File: src/usb_evt_pkg.sv
// ============================================================
// Register map, field layout and reset values
package usb_evt_pkg;
  // Bus geometry
  localparam int ADR_W = 18;
  localparam int DAT_W = 32;
  localparam int IDX_W = 16;
  // Register indices; byte address is four times the index
  localparam logic [15:0] IDX_EVENT_MASK = 16'hfffd;
  localparam logic [15:0] IDX_EVENT_FLAGS = 16'hfffe;
  localparam logic [15:0] IDX_FUNC_ADDR = 16'hffff;
  localparam logic [15:0] IDX_FLAG_CLEAR = 16'hfff0;
  // Event bit positions, shared by flags and mask
  localparam int BIT_SETUP_OVERWRITE = 0;
  localparam int BIT_WAKEUP = 1;
  localparam int BIT_SETUP = 2;
  localparam int BIT_RING_EDGE = 3;
  localparam int BIT_RSV = 4;
  localparam int BIT_RESUME = 5;
  localparam int BIT_SUSPEND = 6;
  localparam int BIT_BUS_RESET = 7;
  // Address field width
  localparam int FA_W = 7;
  // Reset values
  localparam logic [7:0] RST_EVENT_MASK = 8'h00;
  localparam logic [7:0] RST_EVENT_FLAGS = 8'h00;
  localparam logic [6:0] RST_FUNC_ADDR = 7'h00;
  // Writable bits of the mask, reserved bit excluded
  localparam logic [7:0] MASK_WRITABLE = 8'hef;
  // Mask bits that the function reset clears
  localparam logic [7:0] MASK_FUNC_RST_CLR = 8'h6f;
  // Read data for an unmapped address
  localparam logic [31:0] RD_UNMAPPED = 32'h0000_0000;
endpackage

File: src/usb_device_event_status_mask.sv
// Design decision made here: register access over Wishbone.
`timescale 1ns/10ps
// Notes on behaviour
// - A 7-bit function address is held and used as the bus address.
// - Flags are set by hardware and cleared by writing a one or by the function reset.
// - A flag raises the interrupt only while its mask bit is one.
// - Bit 0 sets when a setup packet lands on an unread earlier one.
// - Bit 1 sets on a remote wakeup request from the wakeup pin.
// - Bit 2 sets on a setup; while set, endpoint-zero IN/OUT are NAKed.
// - Bit 3 sets on each rising edge of the ring-indicate input.
// - A ring-indicate event wakes the chip out of suspend.
// - Bit 5 sets when resume signalling is detected.
// - Bit 6 sets on a global or selective suspend condition.
// - Bit 7 sets when the host drives a port reset.
// - Mask bit 7 survives the function reset; of the two resets, only rst clears it.
// - One enable per event, bit 4 reserved read-only, all reset zero.
// - Endpoint-zero IN byte count NAK set means answer IN with NAK.
module usb_device_event_status_mask (
  // Clock and reset
  input wire logic core_clk,
  input wire logic rst,
  // Wishbone slave
  input wire logic wb_cyc_i,
  input wire logic wb_stb_i,
  input wire logic wb_we_i,
  input wire logic [usb_evt_pkg::ADR_W-1:0] wb_adr_i,
  input wire logic [3:0] wb_sel_i,
  input wire logic [usb_evt_pkg::DAT_W-1:0] wb_dat_i,
  output logic [usb_evt_pkg::DAT_W-1:0] wb_dat_o,
  output logic wb_ack_o,
  // Events from the USB engine, one-cycle pulses
  input wire logic setup_rcvd,
  input wire logic resume_seen,
  input wire logic suspend_seen,
  input wire logic bus_reset_seen,
  input wire logic func_rst,
  // Asynchronous pins
  input wire logic wake_pin,
  input wire logic ring_pin,
  // Endpoint-zero buffer states
  input wire logic ep0_in_buf_nak,
  input wire logic ep0_out_buf_nak,
  // Outputs to the engine and core
  output logic [usb_evt_pkg::FA_W-1:0] assigned_bus_address,
  output logic ep0_in_nak_reply,
  output logic ep0_out_nak_reply,
  output logic wake_request,
  output logic irq
);

  // ============================================================
  // Declarations
  logic ack_reg;
  logic [31:0] rdata_reg;
  logic [7:0] usb_event_enable_mask;
  logic [7:0] usb_event_flags;
  logic [7:0] flags_next;
  logic [6:0] addr_reg;
  logic [7:0] ev;
  logic [7:0] clr;
  logic req, wr_fire;
  logic [15:0] idx;
  logic hit_mask, hit_flags, hit_addr, hit_clear;
  logic wake_s1, wake_s2, wake_s3;
  logic ring_s1, ring_s2, ring_s3;
  logic wake_rise, ring_rise;
  logic in_nak_reg, out_nak_reg, wake_req_reg, irq_reg;

  // ============================================================
  // Bus decode
  // Request qualifier and register index
  assign req = wb_cyc_i & wb_stb_i;
  assign idx = wb_adr_i[usb_evt_pkg::ADR_W-1:2];
  // Write lands on the edge where the master samples ack
  assign wr_fire = req & wb_we_i & ack_reg & wb_sel_i[0];

  // Address hits
  always_comb begin
    hit_mask = 1'b0;
    hit_flags = 1'b0;
    hit_addr = 1'b0;
    hit_clear = 1'b0;
    if (idx == usb_evt_pkg::IDX_EVENT_MASK) begin
      hit_mask = 1'b1;
    end else if (idx == usb_evt_pkg::IDX_EVENT_FLAGS) begin
      hit_flags = 1'b1;
    end else if (idx == usb_evt_pkg::IDX_FUNC_ADDR) begin
      hit_addr = 1'b1;
    end else if (idx == usb_evt_pkg::IDX_FLAG_CLEAR) begin
      hit_clear = 1'b1;
    end
  end

  // Ack one cycle after the request, dropped the cycle after
  always_ff @(posedge core_clk or posedge rst) begin
    if (rst) begin
      ack_reg <= 1'b0;
    end else begin
      ack_reg <= req & ~ack_reg;
    end
  end

  // Read data captured in the request cycle
  always_ff @(posedge core_clk or posedge rst) begin
    if (rst) begin
      rdata_reg <= usb_evt_pkg::RD_UNMAPPED;
    end else if (req & ~ack_reg) begin
      if (hit_mask) begin
        rdata_reg <= {24'h00_0000, usb_event_enable_mask};
      end else if (hit_flags) begin
        rdata_reg <= {24'h00_0000, usb_event_flags};
      end else if (hit_addr) begin
        rdata_reg <= {25'h000_0000, addr_reg};
      end else begin
        rdata_reg <= usb_evt_pkg::RD_UNMAPPED;
      end
    end
  end

  assign wb_dat_o = rdata_reg;
  assign wb_ack_o = ack_reg;

  // ============================================================
  // Pin synchronisers and edge detect
  always_ff @(posedge core_clk or posedge rst) begin
    if (rst) begin
      wake_s1 <= 1'b0;
      wake_s2 <= 1'b0;
      wake_s3 <= 1'b0;
      ring_s1 <= 1'b0;
      ring_s2 <= 1'b0;
      ring_s3 <= 1'b0;
    end else begin
      wake_s1 <= wake_pin;
      wake_s2 <= wake_s1;
      wake_s3 <= wake_s2;
      ring_s1 <= ring_pin;
      ring_s2 <= ring_s1;
      ring_s3 <= ring_s2;
    end
  end

  assign wake_rise = wake_s2 & ~wake_s3;
  assign ring_rise = ring_s2 & ~ring_s3;

  // ============================================================
  // Function address
  always_ff @(posedge core_clk or posedge rst) begin
    if (rst) begin
      addr_reg <= usb_evt_pkg::RST_FUNC_ADDR;
    end else if (func_rst) begin
      addr_reg <= usb_evt_pkg::RST_FUNC_ADDR;
    end else if (wr_fire & hit_addr) begin
      addr_reg <= wb_dat_i[usb_evt_pkg::FA_W-1:0];
    end
  end

  assign assigned_bus_address = addr_reg;

  // ============================================================
  // Event mask
  always_ff @(posedge core_clk or posedge rst) begin
    if (rst) begin
      usb_event_enable_mask <= usb_evt_pkg::RST_EVENT_MASK;
    end else if (func_rst) begin
      usb_event_enable_mask <= usb_event_enable_mask &
        ~usb_evt_pkg::MASK_FUNC_RST_CLR;
    end else if (wr_fire & hit_mask) begin
      usb_event_enable_mask <= wb_dat_i[7:0] &
        usb_evt_pkg::MASK_WRITABLE;
    end
  end

  // ============================================================
  // Event flags
  // Hardware events per bit position
  always_comb begin
    ev = 8'h00;
    ev[usb_evt_pkg::BIT_SETUP_OVERWRITE] = setup_rcvd &
      usb_event_flags[usb_evt_pkg::BIT_SETUP];
    ev[usb_evt_pkg::BIT_WAKEUP] = wake_rise;
    ev[usb_evt_pkg::BIT_SETUP] = setup_rcvd;
    ev[usb_evt_pkg::BIT_RING_EDGE] = ring_rise;
    ev[usb_evt_pkg::BIT_RESUME] = resume_seen;
    ev[usb_evt_pkg::BIT_SUSPEND] = suspend_seen;
    ev[usb_evt_pkg::BIT_BUS_RESET] = bus_reset_seen;
  end

  // Clear sources: write-one or function reset
  always_comb begin
    clr = 8'h00;
    if (func_rst) begin
      clr = 8'hff;
    end else if (wr_fire & (hit_flags | hit_clear)) begin
      clr = wb_dat_i[7:0];
    end
  end

  // Per-bit next value, set wins over clear
  genvar gi;
  generate
    for (gi = 0; gi < 8; gi++) begin : g_flag
      if (gi == usb_evt_pkg::BIT_RSV) begin : g_rsv
        assign flags_next[gi] = 1'b0;
      end else begin : g_evt
        assign flags_next[gi] = ev[gi] |
          (usb_event_flags[gi] & ~clr[gi]);
      end
    end
  endgenerate

  // Flag storage
  always_ff @(posedge core_clk or posedge rst) begin
    if (rst) begin
      usb_event_flags <= usb_evt_pkg::RST_EVENT_FLAGS;
    end else begin
      usb_event_flags <= flags_next;
    end
  end

  // ============================================================
  // Endpoint-zero NAK replies and wake
  always_ff @(posedge core_clk or posedge rst) begin
    if (rst) begin
      in_nak_reg <= 1'b1;
      out_nak_reg <= 1'b1;
    end else begin
      in_nak_reg <= ep0_in_buf_nak |
        flags_next[usb_evt_pkg::BIT_SETUP];
      out_nak_reg <= ep0_out_buf_nak |
        flags_next[usb_evt_pkg::BIT_SETUP];
    end
  end

  // Ring edge pulses a wake request
  always_ff @(posedge core_clk or posedge rst) begin
    if (rst) begin
      wake_req_reg <= 1'b0;
    end else begin
      wake_req_reg <= ring_rise;
    end
  end

  assign ep0_in_nak_reply = in_nak_reg;
  assign ep0_out_nak_reply = out_nak_reg;
  assign wake_request = wake_req_reg;

  // ============================================================
  // Interrupt output
  always_ff @(posedge core_clk or posedge rst) begin
    if (rst) begin
      irq_reg <= 1'b0;
    end else begin
      irq_reg <= |(usb_event_flags & usb_event_enable_mask);
    end
  end

  assign irq = irq_reg;

  // ============================================================
  // Assertions
  a_addr_load: assert property (@(posedge core_clk) disable iff (rst)
    (wr_fire & hit_addr & ~func_rst) |=>
      assigned_bus_address == $past(wb_dat_i[6:0]))
    else $error("function address not loaded");

  a_zero_keeps: assert property (@(posedge core_clk) disable iff (rst)
    (wr_fire & hit_flags & ~func_rst & ~wb_dat_i[usb_evt_pkg::BIT_RESUME])
      |=> $stable(usb_event_flags[usb_evt_pkg::BIT_RESUME]) ||
        $past(resume_seen))
    else $error("writing zero changed a flag");

  a_one_clears: assert property (@(posedge core_clk) disable iff (rst)
    (wr_fire & (hit_flags | hit_clear) & ~suspend_seen &
      wb_dat_i[usb_evt_pkg::BIT_SUSPEND]) |=>
      ~usb_event_flags[usb_evt_pkg::BIT_SUSPEND])
    else $error("writing one did not clear flag");

  a_irq_gated: assert property (@(posedge core_clk) disable iff (rst)
    ((usb_event_flags & usb_event_enable_mask) == 8'h00) [*2] |-> ~irq)
    else $error("interrupt without enabled flag");

  a_irq_raise: assert property (@(posedge core_clk) disable iff (rst)
    (|(usb_event_flags & usb_event_enable_mask)) |=> irq)
    else $error("enabled flag gave no interrupt");

  a_setup_ovw: assert property (@(posedge core_clk) disable iff (rst)
    (setup_rcvd & usb_event_flags[usb_evt_pkg::BIT_SETUP]) |=>
      usb_event_flags[usb_evt_pkg::BIT_SETUP_OVERWRITE])
    else $error("setup overwrite not flagged");

  a_no_ovw: assert property (@(posedge core_clk) disable iff (rst)
    (setup_rcvd & ~usb_event_flags[usb_evt_pkg::BIT_SETUP] &
      ~usb_event_flags[usb_evt_pkg::BIT_SETUP_OVERWRITE]) |=>
      ~usb_event_flags[usb_evt_pkg::BIT_SETUP_OVERWRITE])
    else $error("overwrite flagged on first setup");

  a_wake_flag: assert property (@(posedge core_clk) disable iff (rst)
    $rose(wake_s2) |=> usb_event_flags[usb_evt_pkg::BIT_WAKEUP])
    else $error("wakeup pin edge not flagged");

  a_setup_nak: assert property (@(posedge core_clk) disable iff (rst)
    setup_rcvd |=> usb_event_flags[usb_evt_pkg::BIT_SETUP] &&
      ep0_in_nak_reply && ep0_out_nak_reply)
    else $error("setup did not force endpoint zero NAK");

  a_ring_flag: assert property (@(posedge core_clk) disable iff (rst)
    $rose(ring_s2) |=> usb_event_flags[usb_evt_pkg::BIT_RING_EDGE])
    else $error("ring edge not flagged");

  a_ring_wake: assert property (@(posedge core_clk) disable iff (rst)
    $rose(ring_s2) |=> wake_request ##1 ~wake_request || $rose(ring_s2))
    else $error("ring edge gave no wake pulse");

  a_bus_events: assert property (@(posedge core_clk) disable iff (rst)
    (resume_seen | suspend_seen | bus_reset_seen) |=>
      (usb_event_flags[usb_evt_pkg::BIT_RESUME] || !$past(resume_seen)) &&
      (usb_event_flags[usb_evt_pkg::BIT_SUSPEND] || !$past(suspend_seen)) &&
      (usb_event_flags[usb_evt_pkg::BIT_BUS_RESET] || !$past(bus_reset_seen)))
    else $error("bus event not flagged");

  a_mask_keep: assert property (@(posedge core_clk) disable iff (rst)
    func_rst |=> $stable(usb_event_enable_mask[usb_evt_pkg::BIT_BUS_RESET])
      && usb_event_enable_mask[6:0] == 7'h00)
    else $error("function reset disturbed reset enable");

  a_mask_rsv: assert property (@(posedge core_clk) disable iff (rst)
    ~usb_event_enable_mask[usb_evt_pkg::BIT_RSV] &&
      ~usb_event_flags[usb_evt_pkg::BIT_RSV])
    else $error("reserved bit set");

  a_in_nak: assert property (@(posedge core_clk) disable iff (rst)
    ep0_in_buf_nak |=> ep0_in_nak_reply)
    else $error("empty IN buffer not NAKed");

endmodule

File: config.mk
export PLATFORM = sky130hd
export DESIGN_NAME = usb_device_event_status_mask
export DESIGN_NICKNAME = d
export VERILOG_FILES = /design/src/usb_evt_pkg.sv /design/src/usb_device_event_status_mask.sv
export SDC_FILE = /design/constraint.sdc
export NUM_CORES = 1
export LEC_CHECK = 0
export BUFFER_PORTS_ARGS = -buffer_cell sky130_fd_sc_hd__buf_4
export CAP_MARGIN = 20
export CORE_UTILIZATION = 44
export DETAILED_ROUTE_END_ITERATION = 10
export GPL_ROUTABILITY_DRIVEN = 0
export PLACE_DENSITY = 0.87
export SLEW_MARGIN = 15
export SYNTH_ARGS = -nofsm -noshare
export SYNTH_HDL_FRONTEND = slang
export SYNTH_SLANG_ARGS = --single-unit
export TNS_END_PERCENT = 1
File: constraint.sdc
create_clock -name core_clk -period 1.8 [get_ports core_clk]
set_input_delay 0.18 -clock core_clk [delete_from_list [all_inputs] [get_ports core_clk]]
set_output_delay 0.18 -clock core_clk [all_outputs]
set_load 0.02 [all_outputs]
* Word-level counts from Yosys, hierarchy flattened *
Cells that the tools add are included.

storage, ports and cells
  flip-flop bits (word level) = 64
  input port bits = 68
  output and inout port bits = 44
  word-level logic and storage cells = 83

cells by class
  equality and inequality tests = 4
  mux-type cells = 19
  bitwise gates (word level) = 40
  reduce and logical (&&, ||, !) cells = 4

operator list
  cell                  number
  $eq 16x16->1 const B  4
  $mux 7                5
  $mux 8                4
  $and 1x1->1           18
  $not 1->1             11
  $mux 1                10
  $or 1x1->1            10
  $and 8x8->8           1
  $reduce_or 8->1       1
  $reduce_bool 2->1     2
  $reduce_and 2->1      1

* Depth between registers and ports, before layout *
Gate-level depths: netlist of run 1.

  depth in word-level cells = 13
  gate-level depth with buffers = 6
  mapped depth without buffers = 5

* Least setup slack after synthesis of run 1 *
Ideal clock, no wire load.

  kind = flip-flop to flip-flop
  start = register ack_reg, in the netlist wb_ack_o
  end = register usb_event_enable_mask[0]
  setup time = 0.078 ns
  arrival = 1.628 ns
  setup slack = 0.094 ns
  cell stages (with the launch flop) = 7
  path buffers = 2
  cells stage by stage = dfrtp_1 -> and3_1 -> and3_1 -> clkbuf_1 -> buf_1 -> nand4_1 -> a21oi_1

between the ends
  cells in the longest elaborated chain, start to end = 4

ends and longest elaborated chain
  what                                line                                 RTL
  start, declared                     usb_device_event_status_mask.sv:53   logic ack_reg;
  start signal, assigned              usb_device_event_status_mask.sv:99   ack_reg <= req & ~ack_reg;
  $and 1x1->1 (2 in series)           usb_device_event_status_mask.sv:75   assign wr_fire = req & wb_we_i & ack_reg & wb_sel_i[0];
  $and 1x1->1                         usb_device_event_status_mask.sv:168  end else if (wr_fire & hit_mask) begin
  $reduce_bool 2->1 (no source line)  n/a
  end signal, assigned                usb_device_event_status_mask.sv:164  usb_event_enable_mask <= usb_evt_pkg::RST_EVENT_MASK;
  end signal, assigned                usb_device_event_status_mask.sv:166  usb_event_enable_mask <= usb_event_enable_mask &
  end signal, assigned                usb_device_event_status_mask.sv:169  usb_event_enable_mask <= wb_dat_i[7:0] &
  end, declared                       usb_device_event_status_mask.sv:55   logic [7:0] usb_event_enable_mask;

No other way between the ends.
A chain may end at the register's enable or synchronous reset.

* Worst setup path in the final report of run 1 *
  start = register ack_reg, in the netlist wb_ack_o
  end = register usb_event_flags[1]

between the ends
  cells in the longest elaborated chain, start to end = 8

ends and longest elaborated chain
  what                       line                                 RTL
  $and 1x1->1 (2 in series)  usb_device_event_status_mask.sv:75
  $and 1x1->1                usb_device_event_status_mask.sv:194  end else if (wr_fire & (hit_flags | hit_clear)) begin
  $mux 8                     usb_device_event_status_mask.sv:194
  $mux 8                     usb_device_event_status_mask.sv:192  if (func_rst) begin
  $not 1->1                  usb_device_event_status_mask.sv:207  (usb_event_flags[gi] & ~clr[gi]);
  $and 1x1->1                usb_device_event_status_mask.sv:207
  $or 1x1->1                 usb_device_event_status_mask.sv:206  assign flags_next[gi] = ev[gi] |
  via flags_next[1]          usb_device_event_status_mask.sv:57   logic [7:0] flags_next;
  end signal, assigned       usb_device_event_status_mask.sv:215  usb_event_flags <= usb_evt_pkg::RST_EVENT_FLAGS;
  end signal, assigned       usb_device_event_status_mask.sv:217  usb_event_flags <= flags_next;
  end, declared              usb_device_event_status_mask.sv:56   logic [7:0] usb_event_flags;

The timed path passes the listed nets, and every way through them passes these cells.

==> metrics, run 1 <==
DP Area=approximately 0.0025 mm²; final hold vios=2; fin crit period=1.52 ns; Post-DP HPWL=3810 µm; clk slew on worst S/H paths=approximately 0.08 ns; failing checks=hold timing; cell with the most instances after synthesis=dfrtp_1; Peak Freq=0.660 GHz; max reg flops=8; grt total ovfl=0; crit start category=register; Critical Path Sink Type=register; Design Area, Final=between 0.002 and 0.003 mm²; ranking of synthesized cells by area=dfrtp_1 47%, buf_4 8.9%, nand4_1 5.6%; placed cells=311; total die area=slightly below 0.005 mm²; total track usage=21.3%; Die Ht=69.8 µm; share of post-route cells with drive strength above 1=a little under a third; Antenna Nets Post-Route=0; status=finished, violations left; power density over the cells=~750 mW/mm²; Tot Pwr=slightly below 2 mW; Vias/cell=between 5 and 6; post-synth cell types=31; boundary pin count=between 100 and 150; Post-Syn Area=0.00202 mm²; Post-CTS Hold Fix Bufs=2; worst hold path type=primary input to asynchronous set/reset pin; Critical Path AT=1.70 ns; Yosys top cell by area=dfrtp_1; post_cts resized=0; Layout Cells excl Fill=321; CTS Buf Count=5; Skew-Pair Late Insertion Delay=0.29 ns; CP max-delay cell=dfrtp_1; Top FF cell, synth=dfrtp_1; # diodes=0; Synth warnings=0; pre-CTS WS=0.0100 ns; Wirelength per Cell=16.0 µm; Final period util=84.2%; Layout Utilization=59.2%; required time of the worst setup path=around 2.0 ns; Initial Util=a little under half; Worst VDD drop=538 µV; vias in the first global route=1710; final worst hold slack=-0.00165 ns; Root Buffer=clkbuf_8; first-pass GRT wire length=8160 µm; measured slew at the worst slew-check pin=0.513 ns; Slew HR=65.7%; DRC=0; row cnt=24; Layout Skew=0.00679 ns; post-route worst setup slack=0.285 ns; Final nets=336; cell family with the largest share of critical-path delay=simple AND/OR/NAND/NOR gates; Mapped Cells=approximately 200; max_cap viols=0; Die Width=around 70 µm; htree depth=2; CTS tree=done; Post-CTS Setup Inserts=0; post-synthesis sequential area ratio=49.7%; CP Max Fanout=19; Cell Chain, Critical Path=and3_1, and3_1, buf_4, nand3_1, a32o_1; Core ar.=approximately 0.0044 mm²; P&R area growth vs syn=28.4%; clock buffer depth=2; Setup TNS Final=0 ns; Critical Path Max Stage Delay=0.36 ns; Post-Route WL=approximately 5100 µm; via count=1855; Port-buffer cells=58; Starting DRT DRC Count=185; RSZ-0062 raised after global routing=false; Yosys top cell area share=47.1%; Setup CP Type=register to register; Pleak=1.22 nW; EDFF count, synth=0; ys async rst share=100%; Seq cells post-synth=40; largest net degree at the start of global routing=41; first drt pass iteration count=5; Commonest cells post-synth=38 x dfrtp_1, 24 x buf_4, 18 x nand4_1, 15 x o21ai_0, 14 x nand3_1; clock sink count=40; Final Setup Violations=0; syn_area_per_cell=9.91 µm²; Buf+Inv Stages, Crit Path=1; initial antenna violation count=0; Max Transition Viols Final=0; most frequent CP cell=and3_1
## worst min-delay path, cell delays in order
cell and delay [ns]:
buf_4 0.11, inv_1 0.04, buf_4 0.42
## cells by family (layout without fill, tap and decap cells)
| family | after synthesis | count (layout) | synth area share, % |
|---|---|---|---|
| multiplexers | 1 | 1 | 0.557 |
| flip-flops | 40 | 40 | 49.7 |
| AO/OA/AOI/OAI | 52 | 52 | 18.0 |
| other | 1 | 24 | 0.186 |
| AND/OR/NAND/NOR | 70 | 70 | 19.8 |
| buffers and inverters | 40 | 82 | 11.9 |
## metal layers
metal  share of wire (%)  vias to the layer above  GRT usage (%)
li1                    -                      833              -
met1                  37                      892           27.4
met2                  51                      113           34.7
met3                 9.7                       17           5.67
met4                 2.5                        0           7.33
met5                   0                        -              0
## worst paths after layout
| kind | from | to | slack [ns] | cells past startpoint |
|---|---|---|---|---|
| max | wb_ack_o | usb_event_flags[1] | 0.28 | 5 |
| min | rst | usb_event_flags[2] | -0.002 | 3 |
| max reg2reg | wb_ack_o | usb_event_flags[1] | 0.28 | 5 |
| min reg2reg | ring_s1 | ring_s2 | 0.35 | 0 |
| max in group asynchronous | rst | ep0_in_nak_reply | 1.43 | 3 |
| min in group core_clk | ep0_out_buf_nak | ep0_out_nak_reply | 0.08 | 2 |
## where the power goes
group | switching [mW] | leakage [nW] | internal (mW)
clock network | 0.317 | 0.0614 | 0.453
logic | 0.141 | 0.646 | 0.0971
registers | 0.0176 | 0.517 | 0.923
total | 0.476 | 1.22 | 1.47
## layout make-up
class | count | area, µm²
fillers | 382 | 1790
flip-flops and latches | 40 | 1000
clock buffers | 6 | 82.6
inverters | 5 | 18.8
repair buffers | 69 | 523
well taps | 52 | 65.1
clock inverters | 2 | 38.8
multi-input cells | 147 | 863
## cells in the final DEF, fill, tap and decap left out, drive strengths merged, types with 3 or more instances in the layout
| cell | instances |
|---|---|
| dfrtp | 38 |
| a21oi | 13 |
| nand2b | 7 |
| buf | 67 |
| nor2b | 3 |
| and4 | 4 |
| o21ai | 15 |
| a22oi | 8 |
| inv | 5 |
| nor2 | 8 |
| nand2 | 8 |
| or3 | 3 |
| o41ai | 6 |
| nand4 | 18 |
| a31o | 4 |
| nand3 | 14 |
| conb | 24 |
| clkbuf | 6 |
(Power assumes the default switching activity.)
==> run 2: changes to the inputs <==
==> constraint.sdc (replaced) <==
create_clock -name core_clk -period 1.4 [get_ports core_clk]
set_input_delay 0.14 -clock core_clk [delete_from_list [all_inputs] [get_ports core_clk]]
set_output_delay 0.14 -clock core_clk [all_outputs]
set_load 0.02 [all_outputs]
==> run 2 against run 1 <==
- the run now ends clean
- non-clock buffer count increased by 13
- via count is 3.0% higher
- die area unchanged
- sequential cell count stayed put
- sequential power rose by 29%
- first-iteration DRC count rose by 8.1%
- register-to-register slack got worse by 0.24 ns
- setup slack got worse by 0.26 ns
- final area is 6.2% higher
- wire length rose by 2.2%
- largest cell class unchanged
- highest routed layer unchanged
==> metrics, run 2 (synthesized netlist as in run 1, its figures left out) <==
first drt pass iteration count=5 (unchanged); Critical Path Sink Type=register; clock sink count=40 (unchanged); Pleak=1.31 nW (+6.7%); Root Buffer=clkbuf_8; required time of the worst setup path=1.58 ns (-0.41 ns); grt total ovfl=0 (unchanged); CTS tree=done; Antenna Nets Post-Route=0 (unchanged); Port-buffer cells=58 (unchanged); final hold vios=0 (-2); WHS Path Cells=2; Max Transition Viols Final=0 (unchanged); vias in the first global route=1792 (+4.8%); total track usage=22.5% (+1.2 points); Layout Cells excl Fill=334 (+4.0%); Starting DRT DRC Count=200 (+8.1%); HP Start=ep0_in_buf_nak; Vias/cell=5.72 (-0.99%); Final period util=98.2%; RSZ-0062 raised after global routing=true; row cnt=24 (unchanged); FF-to-FF setup slack=0.04 ns (-0.24 ns); htree depth=2 (unchanged); most common cell after layout, fill and taps aside=buf_4; worst hold endpoint=ep0_in_nak_reply; share of post-route cells with drive strength above 1=37.6% (+6.0 points); P&R area growth vs syn=36.3%; status=finished, final reports clean; fin crit period=~1.4 ns; Skew-Pair Late Insertion Delay=0.29 ns (about the same); worst reg2reg endpoint=usb_event_flags[7]; Design Area, Final=0.00276 mm² (+6.2%); CTS Buf Count=5 (unchanged); total die area=0.00487 mm² (unchanged); Post-Route WL=5240 µm (+2.2%); Reg-to-Reg Start=wb_ack_o; Final Setup Violations=0 (unchanged); Post-DP HPWL=3950 µm (+3.6%); Layout Skew=0.00627 ns (-0.000514 ns); worst hold path type=primary input to register; Peak Freq=0.727 GHz; Die Ht=69.8 µm (unchanged); Final nets=349 (+3.9%); via count=1911 (+3.0%); Critical Path AT=1.55 ns (-0.15 ns); max reg flops=8 (unchanged); power density over the cells=895 mW/mm² (+19%); post-route worst setup slack=0.0252 ns (-0.260 ns); boundary pin count=112 (unchanged); Tot Pwr=2.47 mW (+26%); crit start category=primary input; Worst VDD drop=601 µV (+12%); Wirelength per Cell=15.7 µm (-1.8%); # diodes=0 (unchanged); clock buffer depth=2 (unchanged); Die Width=69.8 µm (unchanged); largest net degree at the start of global routing=31 (-24%); Setup TNS Final=0 ns (unchanged); pre-CTS WS=-0.308 ns (-0.318 ns); Worst Reg-to-Reg Cells=5 (unchanged); Core ar.=0.00438 mm² (unchanged); DRC=0 (unchanged); initial antenna violation count=0 (unchanged); most frequent cells in the layout=74 x buf_4, 37 x dfrtp_1, 24 x conb_1, 18 x nand4_1, 15 x o21ai_0; DP Area=0.00254 mm² (+3.4%); Setup CP Type=primary input to register; clk slew on worst S/H paths=0.08 ns (about the same); first-pass GRT wire length=8510 µm (+4.3%); max_cap viols=0 (unchanged); Initial Util=46.1% (unchanged); CP Max Fanout=5 (-14); placed cells=322 (+3.5%)
## run 2: stage by stage
step | utilization (%) | hold WS [ns]
after floorplan | - | 0.171
after global placement | 57.9 | 0.170
after global routing | 62.8 | 0.0361
final | 62.8 | 0.0369
after CTS | 61.5 | 0.0369
after detailed placement | 57.9 | 0.159
## run 2: worst max-delay path by stage
stage                      from                 end  cells past startpoint
detailed placement  wb_adr_i[4]  usb_event_flags[3]                      6
CTS                 wb_adr_i[3]  usb_event_flags[7]                      6
floorplan           wb_adr_i[4]  usb_event_flags[2]                      4
global route        wb_adr_i[4]  usb_event_flags[2]                      6
global placement    wb_adr_i[4]  usb_event_flags[3]                      6
finish              wb_adr_i[4]  usb_event_flags[2]                      6
## run 2: power breakdown
group | total, mW | leakage [nW] | switching (mW) | internal [mW]
logic | 0.335 | 0.736 | 0.191 | 0.144
clock network | 0.922 | 0.0552 | 0.393 | 0.529
registers | 1.21 | 0.516 | 0.0216 | 1.19
total | 2.47 | 1.31 | 0.605 | 1.86
## run 2: repair_timing
item                       in CTS  in global routing
hold buffers                    3                  0
resized for setup               5                 10
hold endpoints to repair       40                  0
pin swaps                       2                  9
setup endpoints to repair      13                 16
setup buffers                   0                  1
gates cloned                    0                  0
## run 2: final cells by class
| cell class | count | area, µm² |
|---|---|---|
| fill | 361 | 1630 |
| sequential | 40 | 1000 |
| multi-input combinational | 147 | 917 |
| timing repair buffer | 82 | 642 |
| clock buffer | 6 | 72.6 |
| tap | 52 | 65.1 |
| clock inverter | 2 | 35.0 |
| inverter | 5 | 18.8 |
## run 2: metal layers
layer  share of wire (%)  up-vias  global-route usage, %
met4                 1.9        0                   8.44
met2                  50      103                   36.5
li1                    -      870                      -
met1                  39      928                   29.1
met5                   0        -                      0
met3                 8.7       10                   5.38
## run 2: worst max-delay path, cell delays in order
cell	delay (ns)
buf_6	0.09
or3_4	0.38
a2111oi_4	0.34
buf_4	0.20
a311oi_2	0.11
or2_2	0.29
